[config.mk]
export PLATFORM = sky130hd
export DESIGN_NAME = tsb_status_encoder
export DESIGN_NICKNAME = d
export VERILOG_FILES = /design/src/verilog/tsb_pkg.sv /design/src/verilog/tsb_fill_grader.sv /design/src/verilog/tsb_status_encoder.sv
export SDC_FILE = /design/constraint.sdc
export NUM_CORES = 1
export LEC_CHECK = 0
export ABC_AREA = 0
export BUFFER_PORTS_ARGS = -buffer_cell sky130_fd_sc_hd__buf_2
export CAP_MARGIN = 20
export CORE_ASPECT_RATIO = 0.5
export CORE_MARGIN = 1.5
export CORE_UTILIZATION = 49
export DETAILED_ROUTE_END_ITERATION = 10
export HOLD_SLACK_MARGIN = 0.03
export PLACE_DENSITY = 0.63
export SLEW_MARGIN = 0
export SYNTH_ARGS = -nofsm -noshare
export SYNTH_HDL_FRONTEND = slang
export SYNTH_HIERARCHICAL = 1
export SYNTH_SLANG_ARGS = --single-unit
[constraint.sdc]
create_clock -name clk_i -period 2.65 [get_ports clk_i]
set_input_delay 0.1325 -clock clk_i [delete_from_list [all_inputs] [get_ports clk_i]]
set_output_delay 0.1325 -clock clk_i [all_outputs]
set_load 0.05 [all_outputs]
[src/verilog/tsb_pkg.sv]
/*
  Constants and carrier types for the telegram status byte encoder.
  Assumes a single 20 MHz system clock. All times are derived from that rate.
*/
package tsb_pkg;

  // ---------------------------------------------------------------
  // Timing
  // ---------------------------------------------------------------
  localparam int unsigned TSB_CLK_HZ       = 20_000_000;
  localparam int unsigned TSB_TICK_TIME_S  = 1;
  localparam int unsigned TSB_SEC_CYCLES   = TSB_CLK_HZ * TSB_TICK_TIME_S;
  localparam logic [7:0]  TSB_STALE_TIME_S = 8'h0A;  // No-new-value limit, 10 s.
  localparam logic [7:0]  TSB_AVG_LONG_S   = 8'h0A;  // Long averaging from 10 s.
  localparam logic [7:0]  TSB_STATIC_S     = 8'h3C;  // Persistence limit, 1 min.

  // ---------------------------------------------------------------
  // Field positions
  // ---------------------------------------------------------------
  localparam int unsigned TSB_OP_OCC_LSB  = 1;
  localparam int unsigned TSB_OP_OCC_MSB  = 3;
  localparam int unsigned TSB_OP_HCRIT    = 5;
  localparam int unsigned TSB_OP_HON      = 6;
  localparam int unsigned TSB_ER_GEN      = 0;
  localparam int unsigned TSB_ER_STATIC   = 1;
  localparam int unsigned TSB_CT_INVALID  = 0;
  localparam int unsigned TSB_CT_TDIF_LSB = 1;
  localparam int unsigned TSB_CT_FILL_LSB = 3;
  localparam int unsigned TSB_CT_ONE      = 6;
  localparam int unsigned TSB_CT_HON      = 7;

  // ---------------------------------------------------------------
  // Reset values and grading thresholds
  // ---------------------------------------------------------------
  localparam logic [7:0]  TSB_OP_RESET = 8'h00;
  localparam logic [7:0]  TSB_ER_RESET = 8'h00;
  localparam logic [7:0]  TSB_CT_RESET = 8'h40;  // Bit 6 of compact byte is always one.
  localparam logic [7:0]  TSB_TD_LIM0  = 8'h1F;  // 3.1 K in 0.1 K steps.
  localparam logic [7:0]  TSB_TD_LIM1  = 8'h3F;  // 6.3 K.
  localparam logic [7:0]  TSB_TD_LIM2  = 8'h4F;  // 7.9 K.
  localparam logic [15:0] TSB_PCT_FULL = 16'h0064; // 100 percent.
  localparam logic [15:0] TSB_PCT_HI   = 16'h0050; // 80 percent.
  localparam logic [15:0] TSB_PCT_MID  = 16'h0042; // 66 percent.
  localparam logic [15:0] TSB_PCT_LO   = 16'h0021; // 33 percent.
  localparam logic [15:0] TSB_OCTANTS  = 16'h0008;

  typedef struct packed {
    logic [7:0] op;       // Operating status byte.
    logic [7:0] err;      // Error status byte.
    logic [7:0] compact;  // Compact telegram status byte.
  } tsb_status_t;

endpackage : tsb_pkg

[src/verilog/tsb_fill_grader.sv]
/*
  Grades averaging buffer occupancy into an eighths code and a coarse two-bit code.
  Assumes fill never exceeds capacity; capacity zero grades as the lowest class.
*/
`timescale 1ns/100ps
module tsb_fill_grader
  import tsb_pkg::*;
(
  input  wire logic [7:0] fill_i,
  input  wire logic [7:0] cap_i,
  output logic      [2:0] octant_o,
  output logic      [1:0] coarse_o
);

  logic [6:0]  above;
  logic [15:0] fill8;
  logic [15:0] fill_pct;

  assign fill8    = TSB_OCTANTS * {8'h00, fill_i};
  assign fill_pct = TSB_PCT_FULL * {8'h00, fill_i};

  // ---------------------------------------------------------------
  // Eighths: one comparator per boundary k/8, the code is their count.
  // ---------------------------------------------------------------
  for (genvar k = 1; k < 8; k++) begin : g_oct
    logic [15:0] bound;
    assign bound      = 16'(k) * {8'h00, cap_i};
    assign above[k-1] = fill8 > bound;
  end

  // Above-boundary flags are thermometer coded, so a population count is exact.
  always_comb begin
    octant_o = 3'h0;
    for (int i = 0; i < 7; i++) begin
      octant_o = octant_o + {2'h0, above[i]};
    end
  end

  // Coarse grade for the compact byte: 00 highest fill, 11 at or below 33 percent.
  always_comb begin
    if (fill_pct > TSB_PCT_HI * {8'h00, cap_i}) begin
      coarse_o = 2'h0;
    end else if (fill_pct > TSB_PCT_MID * {8'h00, cap_i}) begin
      coarse_o = 2'h1;
    end else if (fill_pct > TSB_PCT_LO * {8'h00, cap_i}) begin
      coarse_o = 2'h2;
    end else begin
      coarse_o = 2'h3;
    end
  end

endmodule : tsb_fill_grader

[src/verilog/tsb_status_encoder.sv]
/*
  Telegram status byte encoder: builds operating, error and compact status bytes.
  Assumes all inputs are synchronous to clk_i and that latch_i pulses once per
  telegram assembly. The buffer capacity equals the averaging time in seconds.
*/
// Operation
// - Buffer occupancy appears as a three-bit binary value in operating bits 1 to 3.
// - Code n means the fill fraction lies above n/8 and at most (n+1)/8.
// - Operating bit 5 is one exactly while the heating switch-on criterion holds.
// - Operating bit 6 is one exactly while the heating is on.
// - Below 10 s averaging, error bit 0 sets after 10 s without a new value.
// - From 10 s averaging, error bit 0 sets when under half the slots hold values.
// - Error bit 1 sets once a malfunction has lasted longer than one minute.
// - The compact telegram carries its own separate one-byte status.
// - Compact bit 0 is zero for valid data and one for invalid data.
// - Compact bit 7 is one while the heating is on.
// - A general error (bit 0) present at assembly selects the error telegram and shows in the status.
`timescale 1ns/100ps
module tsb_status_encoder
  import tsb_pkg::*;
#(
  parameter int unsigned SEC_CYCLES = TSB_SEC_CYCLES
) (
  input  wire logic        clk_i,
  input  wire logic        nrst_i,
  input  wire logic        new_value_i,
  input  wire logic [7:0]  avg_time_s_i,
  input  wire logic [7:0]  fill_cnt_i,
  input  wire logic        heat_crit_i,
  input  wire logic        heat_on_i,
  input  wire logic        data_valid_i,
  input  wire logic [7:0]  temp_diff_i,
  input  wire logic        latch_i,
  output tsb_status_t      status_o,
  output logic             err_tlg_o
);

  // ---------------------------------------------------------------
  // Declarations
  // ---------------------------------------------------------------
  logic [24:0]  sec_cnt_q;
  logic [24:0]  sec_cnt_d;
  logic         sec_tick;
  logic [7:0]   stale_s_q;
  logic [7:0]   stale_s_d;
  logic [7:0]   static_s_q;
  logic [7:0]   static_s_d;
  logic         long_avg;
  logic         half_short;
  logic         gen_err;
  logic         static_err;
  logic [2:0]   octant;
  logic [1:0]   coarse;
  logic [1:0]   tdif_code;
  tsb_status_t  live;
  tsb_status_t  status_q;
  logic         err_tlg_q;

  // ---------------------------------------------------------------
  // One-second time base
  // ---------------------------------------------------------------

  // Free-running divider; a parameter so that simulation can shorten a second.
  assign sec_tick  = sec_cnt_q == 25'(SEC_CYCLES - 1);
  assign sec_cnt_d = sec_tick ? 25'h0000000 : sec_cnt_q + 25'h0000001;

  always_ff @(posedge clk_i or negedge nrst_i) begin
    if (!nrst_i) begin
      sec_cnt_q <= 25'h0000000;
    end else begin
      sec_cnt_q <= sec_cnt_d;
    end
  end

  // ---------------------------------------------------------------
  // Malfunction monitors
  // ---------------------------------------------------------------

  // Seconds since the last new value; saturates so that it never wraps back to fine.
  always_comb begin
    if (new_value_i) begin
      stale_s_d = 8'h00;
    end else if (sec_tick && stale_s_q != 8'hFF) begin
      stale_s_d = stale_s_q + 8'h01;
    end else begin
      stale_s_d = stale_s_q;
    end
  end

  always_ff @(posedge clk_i or negedge nrst_i) begin
    if (!nrst_i) begin
      stale_s_q <= 8'h00;
    end else begin
      stale_s_q <= stale_s_d;
    end
  end

  // Short averaging watches value age, long averaging watches slot occupancy.
  assign long_avg   = avg_time_s_i >= TSB_AVG_LONG_S;
  assign half_short = {1'b0, fill_cnt_i, 1'b0} < {2'h0, avg_time_s_i};
  assign gen_err    = long_avg ? half_short
                               : (stale_s_q >= TSB_STALE_TIME_S);

  // Persistence of the general malfunction, in whole seconds.
  always_comb begin
    if (!gen_err) begin
      static_s_d = 8'h00;
    end else if (sec_tick && static_s_q != 8'hFF) begin
      static_s_d = static_s_q + 8'h01;
    end else begin
      static_s_d = static_s_q;
    end
  end

  always_ff @(posedge clk_i or negedge nrst_i) begin
    if (!nrst_i) begin
      static_s_q <= 8'h00;
    end else begin
      static_s_q <= static_s_d;
    end
  end

  // Strictly longer than a minute; counted seconds have one second of grain.
  assign static_err = static_s_q > TSB_STATIC_S;

  // ---------------------------------------------------------------
  // Occupancy grading
  // ---------------------------------------------------------------
  tsb_fill_grader u_grader (
    .fill_i   (fill_cnt_i),
    .cap_i    (avg_time_s_i),
    .octant_o (octant),
    .coarse_o (coarse)
  );

  // Temperature difference between axes, 0.1 K steps, graded in four bands.
  always_comb begin
    if (temp_diff_i <= TSB_TD_LIM0) begin
      tdif_code = 2'h0;
    end else if (temp_diff_i <= TSB_TD_LIM1) begin
      tdif_code = 2'h1;
    end else if (temp_diff_i <= TSB_TD_LIM2) begin
      tdif_code = 2'h2;
    end else begin
      tdif_code = 2'h3;
    end
  end

  // ---------------------------------------------------------------
  // Live byte composition
  // ---------------------------------------------------------------

  // Start from the reset images so reserved bits keep their fixed values.
  always_comb begin
    live = '{op: TSB_OP_RESET, err: TSB_ER_RESET, compact: TSB_CT_RESET};
    live.op[TSB_OP_OCC_MSB:TSB_OP_OCC_LSB] = octant;
    live.op[TSB_OP_HCRIT]                   = heat_crit_i;
    live.op[TSB_OP_HON]                     = heat_on_i;
    live.err[TSB_ER_GEN]                    = gen_err;
    live.err[TSB_ER_STATIC]                 = static_err;
    live.compact[TSB_CT_INVALID]            = ~data_valid_i;
    live.compact[TSB_CT_TDIF_LSB +: 2]      = tdif_code;
    live.compact[TSB_CT_FILL_LSB +: 2]      = coarse;
    live.compact[TSB_CT_HON]                = heat_on_i;
  end

  // ---------------------------------------------------------------
  // Telegram snapshot
  // ---------------------------------------------------------------

  // All three bytes are caught on one edge, so a telegram never mixes two moments.
  always_ff @(posedge clk_i or negedge nrst_i) begin
    if (!nrst_i) begin
      status_q <= '{op: TSB_OP_RESET, err: TSB_ER_RESET, compact: TSB_CT_RESET};
    end else if (latch_i) begin
      status_q <= live;
    end
  end

  // Error telegram selection is held with the snapshot it belongs to.
  always_ff @(posedge clk_i or negedge nrst_i) begin
    if (!nrst_i) begin
      err_tlg_q <= 1'b0;
    end else if (latch_i) begin
      err_tlg_q <= gen_err;
    end
  end

  assign status_o  = status_q;
  assign err_tlg_o = err_tlg_q;
endmodule : tsb_status_encoder

# --- Word level (Yosys, flattened, before mapping) ---
# Cells that the tools add are included.
totals:
  ff_bits: 55
  latchBits: 0
  romBits: 0
  ramBits: 0
  n_memories: 0
  wordCells: 61
  input_bits: 31
op_classes:
  add_sub_neg: 9
  div: 0
  n_mux: 12
  order_cmp: 17
  n_mul: 8
  n_reduce_logical: 3
  n_shift: 0
  n_eq_ne: 4
  bitwise: 1
ops:
  columns: ["operator", "n"]
  rows:
  - ["> comparator 11 bit", 3]
  - ["multiplier 3 x 8 -> 11 bit (first input constant)", 3]
  - ["2-to-1 mux 8 bit", 4]
  - ["> comparator 15 bit", 2]
  - ["multiplier 6 x 8 -> 14 bit (first input constant)", 2]
  - ["adder 25 x 1 -> 25 bit (second input constant)", 1]
  - ["equality test 25 bit (second input constant)", 1]
  - ["2-to-1 mux 25 bit", 1]
  - ["> comparator 11 x 10 -> 1 bit", 2]
  - ["multiplier 2 x 8 -> 10 bit (first input constant)", 2]
  - ["adder 8 x 1 -> 8 bit (second input constant)", 2]
  - [">= comparator 8 x 4 -> 1 bit (second input constant)", 2]
  - ["inequality test 8 bit (second input constant)", 2]
  - ["adder 3 x 1 -> 3 bit", 5]
  - ["> comparator 15 x 14 -> 1 bit", 1]
  - ["multiplier 5 x 8 -> 13 bit (first input constant)", 1]
  - ["> comparator 11 x 8 -> 1 bit", 1]
  - ["> comparator 11 x 9 -> 1 bit", 1]
  - ["< comparator 9 x 8 -> 1 bit", 1]
  - ["> comparator 8 x 6 -> 1 bit (second input constant)", 1]
  - ["less-or-equal comparator 8 x 5 -> 1 bit (second input constant)", 1]
  - ["less-or-equal comparator 8 x 6 -> 1 bit (second input constant)", 1]
  - ["less-or-equal comparator 8 x 7 -> 1 bit (second input constant)", 1]
  - ["2-to-1 mux 2 bit", 4]
  - ["6 further kinds", 9]

# --- Logic depth before layout (Yosys ltp) ---
# Gate-level depths: netlist of the first run.
logic_depth:
  depth_word: 7
  mapped_depth: 21
  ltp_nobuf: 21

# --- Cells and area by module ---
# Netlist of the first run, hierarchy kept.
modules_own_cells:
  columns: ["mod", "cells_each", "area_each_um2", "seq_area_each_um2", "instances"]
  rows:
  - ["tsb_fill_grader", 450, 3921.3, 0.0, 1]
  - ["tsb_status_encoder", 294, 2987.9, 1326.3, 1]

# --- Worst setup path before layout of the first run ---
# OpenSTA, ideal clock, no wires.
synth_timing:
  path_kind: "input to register"
  start: "input port avg_time_s_i[1]"
  end: "register status_q, in the netlist status_o[18]"
  required_ps: 2525
  path_stages: 18
  path_slack_ps: -1704
  path_buffers: 0
  t_arrival_ps: 4229
  cell_sequence: "fa_1 -> ha_1 -> a21o_1 -> a21oi_1 -> o21ai_0 -> o41ai_1 -> xor2_1 -> ha_1 -> a21o_1 -> a21oi_1 -> o21ai_0 -> o31a_1 -> fa_1 -> inv_1 -> fa_1 -> inv_1 -> fa_1 -> mux2_2"
synth_lines:
  columns: ["item", "line", "source"]
  rows:
  - ["start: declaration", "tsb_status_encoder.sv:27", "input wire logic [7:0] avg_time_s_i,"]
  - ["end signal: assignment", "tsb_status_encoder.sv:174", "status_q <= '{op: TSB_OP_RESET, err: TSB_ER_RESET, compact: TSB_CT_RESET};"]
  - ["end signal: assignment", "tsb_status_encoder.sv:176", "status_q <= live;"]
  - ["end: declaration", "tsb_status_encoder.sv:56", "tsb_status_t status_q;"]

==> parameters.txt, run 1 <==
Parameter                              Value

Status
  Run status ... finished, violations left
  Violated checks ... setup timing

Layout
  Most common library cell in the layout ignoring fill and taps ... ha_1
  Total number of nets in the final design ... 1,119
  Final design instance area without fill ... 8740 sq um
  Commonest cells after routing, fill and taps aside ... ha_1 (147), buf_4 (127), inv_1 (57)
  End-of-flow core utilization ... 0.640
  Area delta synth->final ... 26.5%
  Filler instances ... 1,178
  Fraction of final layout cells sized beyond drive strength 1 ... 0.281
  Antenna diode instance count ... 0

Route
  Initial DRC count ... 293
  Sum of routed wire length over all layers ... 17.7 mm
  Vias post-DR ... 6,029
  Detail-routed net length per standard cell ... 16.0 um
  Number of antenna-violating nets in the routed design ... 0
  Detailed Routing Iterations Pass 1 ... 4
  DRC viols ... 0
  Via count normalized by instance count ... 5.48

Synthesis
  Number of warning messages in the yosys log ... 6
  Fraction of post-synthesis cell area in the top cell type by area ... 0.293
  Top area cells in the synthesized netlist ... ha_1 (29%), dfrtp_1 (19%), fa_1 (5.2%)
  Synthesized area divided by synthesized cell count ... 9.29 sq um
  Largest area contributor in the netlist ... ha_1
  Top flip-flop cell by instance count after synthesis ... dfrtp_1
  Summed instance area of the synthesized netlist ... 6910 sq um
  Number of instances in the synthesized netlist ... 744
  Distinct cells, synth ... 69
  Share of async-settable or async-resettable flops after synthesis ... 1.00
  Sequential element share of the synthesized area ... 0.192
  Number of enable flip-flop cells after synthesis ... 0
  Seq cells post-synth ... 53

STA
  Final Max Tran Viols ... 0
  Highest achievable clock rate ... 0.240 GHz
  Transition at the pin with the smallest max-transition slack ... 783 ps
  Hold Violations, Final ... 0
  Setup repair after global routing missed its margin ... true
  Tightest slew margin relative to the limit ... 0.476
  Portion of the clock cycle consumed by the worst path in the final layout ... 1.57
  Final worst slack ... -1520 ps
  Minimum clock period after layout ... 4170 ps
  Aggregate negative setup slack ... -6110 ps
  Final Skew ... 10.0 ps
  Final setup violation count ... 5

Power and ir drop
  Final Total Pwr ... 4.21 mW
  Areal power density over the cells ... 482 nW/um^2
  IR Drop Worst-Case VDD ... 0.296 mV
  Leakage ... 4.36 nW

Global routing
  GRT Util Overall ... 0.249
  Global Route met3 Usage ... 0.0227
  Global-route wire length before repair ... 29.1 mm
  Pin count of the biggest net entering global routing ... 23
  Global routing usage on met2 ... 0.450
  Met1 usage ... 0.319
  Antenna violations before repair ... 0
  GRT busiest layer ... met2
  Residual overflow from global routing ... 0
  Via count of the first global-routing pass ... 5,994

Run
  Count of maximum capacitance violations ... 0

Place
  Final weighted congestion of routability-driven global placement ... 0.848
  Sum of net half-perimeters after detailed placement ... 14.3 mm
  Placement Setup Slack ... -1880 ps
  Port bufs ... 40
  Area post-placement ... 8290 sq um

CTS
  Max Buffers Root-to-Sink ... 2
  Cell at the root of the clock tree ... clkbuf_16
  Source-to-sink clock delay at the later pin of the worst-skew pair ... 290 ps
  Number of buffers created by CTS ... 5
  H-tree depth ... 2
  CTS tree ... built
  Clk sinks ... 53
  Clock-pin slew of the registers on the worst-case setup and hold paths ... 70 ps

Critical path
  Critical path class ... in2reg
  Highest net fanout along the worst path ... 3
  Worst EP arrival ... 4340 ps
  Worst Path Required ... 2820 ps
  Critical path endpoint category ... flip-flop
  Startpoint Class ... primary input

Floorplan
  Die W ... 171 um
  Die extent in y ... 87.0 um
  Full die area ... 14,900 sq um
  Cell Rows ... 30
  Placeable Area ... 13,700 sq um
  Boundary pin count ... 56
  Starting Density ... 0.506

Min path
  Path class of the lowest-slack min-delay path ... in2reg
## critical path, stage by stage
cell,delay (ps)
buf_2,120
buf_4,120
ha_2,200
inv_1,60
fa_1,370
nor2b_1,110
o21ai_0,80
nand2b_1,100
a21o_1,130
a21o_1,170
xnor2_2,140
ha_1,270
a21o_1,200
a21o_1,200
a211oi_2,250
a21oi_1,100
fa_1,500
inv_2,40
fa_2,340
inv_2,60
fa_1,370
mux2_4,260
## repair_timing
| action | in CTS | in global routing |
|---|---|---|
| gates resized for setup | 36 | 16 |
| endpoints found under the hold margin | 18 | 0 |
| pin swaps | 34 | 23 |
| hold buffers | 2 | 0 |
| setup buffers | 5 | 6 |
| endpoints found under the setup margin | 5 | 5 |
## registers in the layout, indices dropped and copies added, names as in the netlist
name        flops
status_o       12
sec_cnt_q      25
stale_s_q       8
static_s_q      8
## final timing paths
kind | to | startpoint | cells after the start | slack, ps
worst max register to register | static_s_q[7] | sec_cnt_q[18] | 5 | 590
worst min-delay path | status_o[21] | heat_crit_i | 2 | 70
worst min register to register | sec_cnt_q[0] | sec_cnt_q[0] | 1 | 480
max in group asynchronous | status_o[19] | nrst_i | 3 | 1670
worst max-delay path | status_o[18] | avg_time_s_i[0] | 22 | -1520
min in group asynchronous | sec_cnt_q[2] | nrst_i | 2 | 310
## synth_stat cells, drive strengths merged, types with 5 or more instances
cell type,number
or3,6
o21ai,29
xnor2,32
inv,63
nand2b,5
fa,18
nor4,6
mux2,7
a211oi,11
xor2,21
buf,16
nor3,10
nor2,56
a21o,27
nor4b,8
dfrtp,53
o21a,6
nand2,25
a21oi,44
nor2b,9
and4,6
nand4,26
ha,162
and3,15
nand3,30
a31oi,5
## report_power, final
part / switching (mW) / internal [mW] / total (mW) / leakage, nW
registers: 0.0232 / 0.856 / 0.879 / 0.696
logic: 1.40 / 1.30 / 2.71 / 3.60
clock network: 0.279 / 0.347 / 0.626 / 0.0669
## per-stage QoR
| step | hold WS (ps) | std cells |
|---|---|---|
| 4_1_cts | 66.9 | 1094 |
| 3_5_place_dp | 109 | 1080 |
| 6_report | 72.2 | 1100 |
| 2_1_floorplan | -163 | 753 |
| 5_1_grt | 66.5 | 1100 |
| 3_3_place_gp | 98.8 | 1080 |
## cell families after synthesis
group                    Yosys count  share of synthesized area
AND/OR/NAND/NOR                  215                      0.183
adder cells (fa/ha/maj)          180                      0.346
AO/OA/AOI/OAI                    146                      0.140
buffers and inverters             84                     0.0541
XOR/XNOR                          53                     0.0672
flip-flops                        53                      0.192
multiplexers                      11                     0.0172
other                              2                    0.00109
## routing by layer
layer  share of wire  routed length [um]
met1            0.47                8340
met2            0.48                8490
met3           0.025                 449
met4           0.021                 374
met5               0                   0
## cell type report
type                       count  area, sq um  area share
multi-input combinational    616         5560       0.637
sequential                    53         1330       0.152
inverter                      63          236      0.0271
tap                          192          240      0.0275
clock buffer                   6          129      0.0147
clock inverter                 1         8.76     0.00100
timing repair buffer         169         1240       0.141
(Power assumes the default switching activity.)
==> run 2, diff against run 1 <==
- clock period: 2.65 -> 5.17 ns (I/O delays scaled with it)
==> run 2 against run 1 <==
Net effect: routed wire length decreased by 10%; register-to-register slack improved by 2400 ps; critical path depth decreased by 3; clock power decreased by 45%; design area decreased by 14%; largest cell class unchanged; flip-flop and latch count unchanged; the flow now finishes without violations; clock skew decreased by 1.9 ps; global-route usage decreased by 2.7 points; first-iteration DRC count decreased by 29%; sequential power decreased by 49%; count of clock-buffer cells in the layout unchanged; die area unchanged; highest routed layer unchanged.
==> parameters.txt, run 2 (synthesis gave the netlist of run 1 again) <==
Parameter                              Value

Status
  Run status ... completed

Critical path
  Minimum setup slack among reg-to-reg paths ... 2960 ps
  RR Endpoint ... static_s_q[2]
  Origin of the worst setup path ... avg_time_s_i[2]
  Highest net fanout along the worst path ... 11
  Worst Path Required ... 5350 ps
  Startpoint Class ... primary input
  Critical path endpoint category ... flip-flop
  End point of the critical path ... status_o[18]
  Worst EP arrival ... 4890 ps
  Reg-to-Reg Start ... sec_cnt_q[19]
  Depth of the most critical reg-to-reg path ... 5
  Critical path class ... in2reg

STA
  Portion of the clock cycle consumed by the worst path in the final layout ... 0.911
  Transition at the pin with the smallest max-transition slack ... 839 ps
  Final Skew ... 8.14 ps
  Tightest slew margin relative to the limit ... 0.438
  Highest achievable clock rate ... 0.212 GHz
  Final worst slack ... 460 ps
  Post-Route Hold Slack ... 135 ps
  Hold Violations, Final ... 0
  Final Max Tran Viols ... 0
  Aggregate negative setup slack ... 0 ps
  Minimum clock period after layout ... 4710 ps
  Setup repair after global routing missed its margin ... false
  Final setup violation count ... 0

Floorplan
  Die extent in y ... 87.0 um
  Starting Density ... 0.506
  Placeable Area ... 13,700 sq um
  Die W ... 171 um
  Full die area ... 14,900 sq um
  Cell Rows ... 30
  Boundary pin count ... 56

Route
  Detailed Routing Iterations Pass 1 ... 4
  Vias post-DR ... 5,490
  Initial DRC count ... 208
  Via count normalized by instance count ... 5.57
  Detailed route wirelength on metal2 ... 7.39 mm
  Detail-routed net length per standard cell ... 16.1 um
  Routed metal-1 wire length ... 7.82 mm
  Sum of routed wire length over all layers ... 15.9 mm
  Highest metal layer with signal wires ... met4
  Wire length on met3 ... 403 um
  Number of antenna-violating nets in the routed design ... 0
  DRC viols ... 0

Place
  Final weighted congestion of routability-driven global placement ... 0.859
  Port bufs ... 40
  Sum of net half-perimeters after detailed placement ... 12.8 mm
  Placement Setup Slack ... 133 ps

Global routing
  Antenna violations before repair ... 0
  GRT Util Overall ... 0.221
  Global-route wire length before repair ... 26.1 mm
  Via count of the first global-routing pass ... 5,294
  Residual overflow from global routing ... 0
  Pin count of the biggest net entering global routing ... 40

Layout
  Area delta synth->final ... 8.64%
  Antenna diode instance count ... 0
  End-of-flow core utilization ... 0.549
  Footprint of the multi-input gates ... 5240 sq um
  Filler instances ... 1,277
  Most common library cell in the layout ignoring fill and taps ... ha_1
  Most flop-heavy register ... sec_cnt_q
  Flip-flop count of the largest register after layout ... 25
  Commonest cells after routing, fill and taps aside ... ha_1 (162), inv_1 (63), nor2_1 (54)
  Total area of sequential cells ... 1330 sq um
  Total number of nets in the final design ... 1,004
  Fraction of final layout cells sized beyond drive strength 1 ... 0.116

CTS
  Clk sinks ... 53
  H-tree depth ... 2
  Cell at the root of the clock tree ... clkbuf_16
  Clock-pin slew of the registers on the worst-case setup and hold paths ... 70 ps
  CTS tree ... built
  Number of buffers created by CTS ... 5
  Source-to-sink clock delay at the later pin of the worst-skew pair ... 290 ps
  Max Buffers Root-to-Sink ... 2
  Post CTS Setup Buffer Count ... 0

Power and ir drop
  Design internal power ... 1.05 mW
  Part of the power in combinational logic ... 0.570
  Fraction of power spent switching nets ... 0.427
  Switching power total ... 0.786 mW
  Areal power density over the cells ... 245 nW/um^2
  Clock share of power ... 0.186
  Leakage ... 3.74 nW
  IR Drop Worst-Case VDD ... 0.129 mV
  Sequential cell fraction of total power ... 0.244
  Final Total Pwr ... 1.84 mW

Min path
  Path class of the lowest-slack min-delay path ... in2reg

Run
  Count of maximum capacitance violations ... 0
run 2: changes by cell type in the layout (fill, tap and decap cells not counted), sizes merged:
cell / before / now
clkinv: 1 / 2
buf: 167 / 53
dlygate4sd3: 2 / 1
run 2: per-stage QoR:
step                      cell area (sq um)  instances
after detailed placement               7340        977
after global placement                 7340        977
after floorplan                        6940        753
after CTS                              7510        986
after global routing                   7510        986
final                                  7510        986
run 2: worst min-delay path by stage:
stage	startpoint	endpoint	depth (start not counted)
2_1_floorplan	nrst_i	sec_cnt_q[0]	0
3_3_place_gp	nrst_i	status_o[1]	1
3_5_place_dp	nrst_i	status_o[1]	1
4_1_cts	data_valid_i	status_o[0]	2
5_1_grt	data_valid_i	status_o[0]	2
6_report	data_valid_i	status_o[0]	2
run 2: power groups by stage:
stage | Sequential [mW] | Combinational [mW] | Clock, mW
2_1_floorplan | 0.543 | 0.700 | 0
3_3_place_gp | 0.457 | 1.02 | 0
3_5_place_dp | 0.458 | 1.05 | 0
4_1_cts | 0.450 | 1.05 | 0.351
5_1_grt | 0.453 | 1.18 | 0.366
6_report | 0.449 | 1.05 | 0.342
run 2: critical path, cell delays in order:
cell and delay, ps:
buf_2 250, fa_1 480, ha_1 310, a21o_1 160, a21oi_1 200, o21ai_0 150, o41ai_1 330, xor2_1 200
ha_1 270, a21o_1 180, a21oi_1 120, o21ai_0 90, o31a_1 150, fa_1 510, inv_1 50, fa_1 410
inv_1 80, fa_1 410, mux2_2 270
run 2: metal layers:
layer	up-vias	track usage
li1	2791	-
met1	2619	0.301
met2	62	0.382
met3	18	0.0191
met4	0	0.0574
met5	-	0
run 2: timing repair:
action,CTS,global route
endpoints found under the hold margin,14,0
gates resized for setup,0,0
hold buffers,1,0
run 2: cell type report:
cell class,instances,share of cell area
multi-input combinational,616,0.698
inverter,63,0.0315
tap,192,0.0320
clock buffer,6,0.0185
clock inverter,2,0.00183
timing repair buffer,54,0.0410
sequential,53,0.177
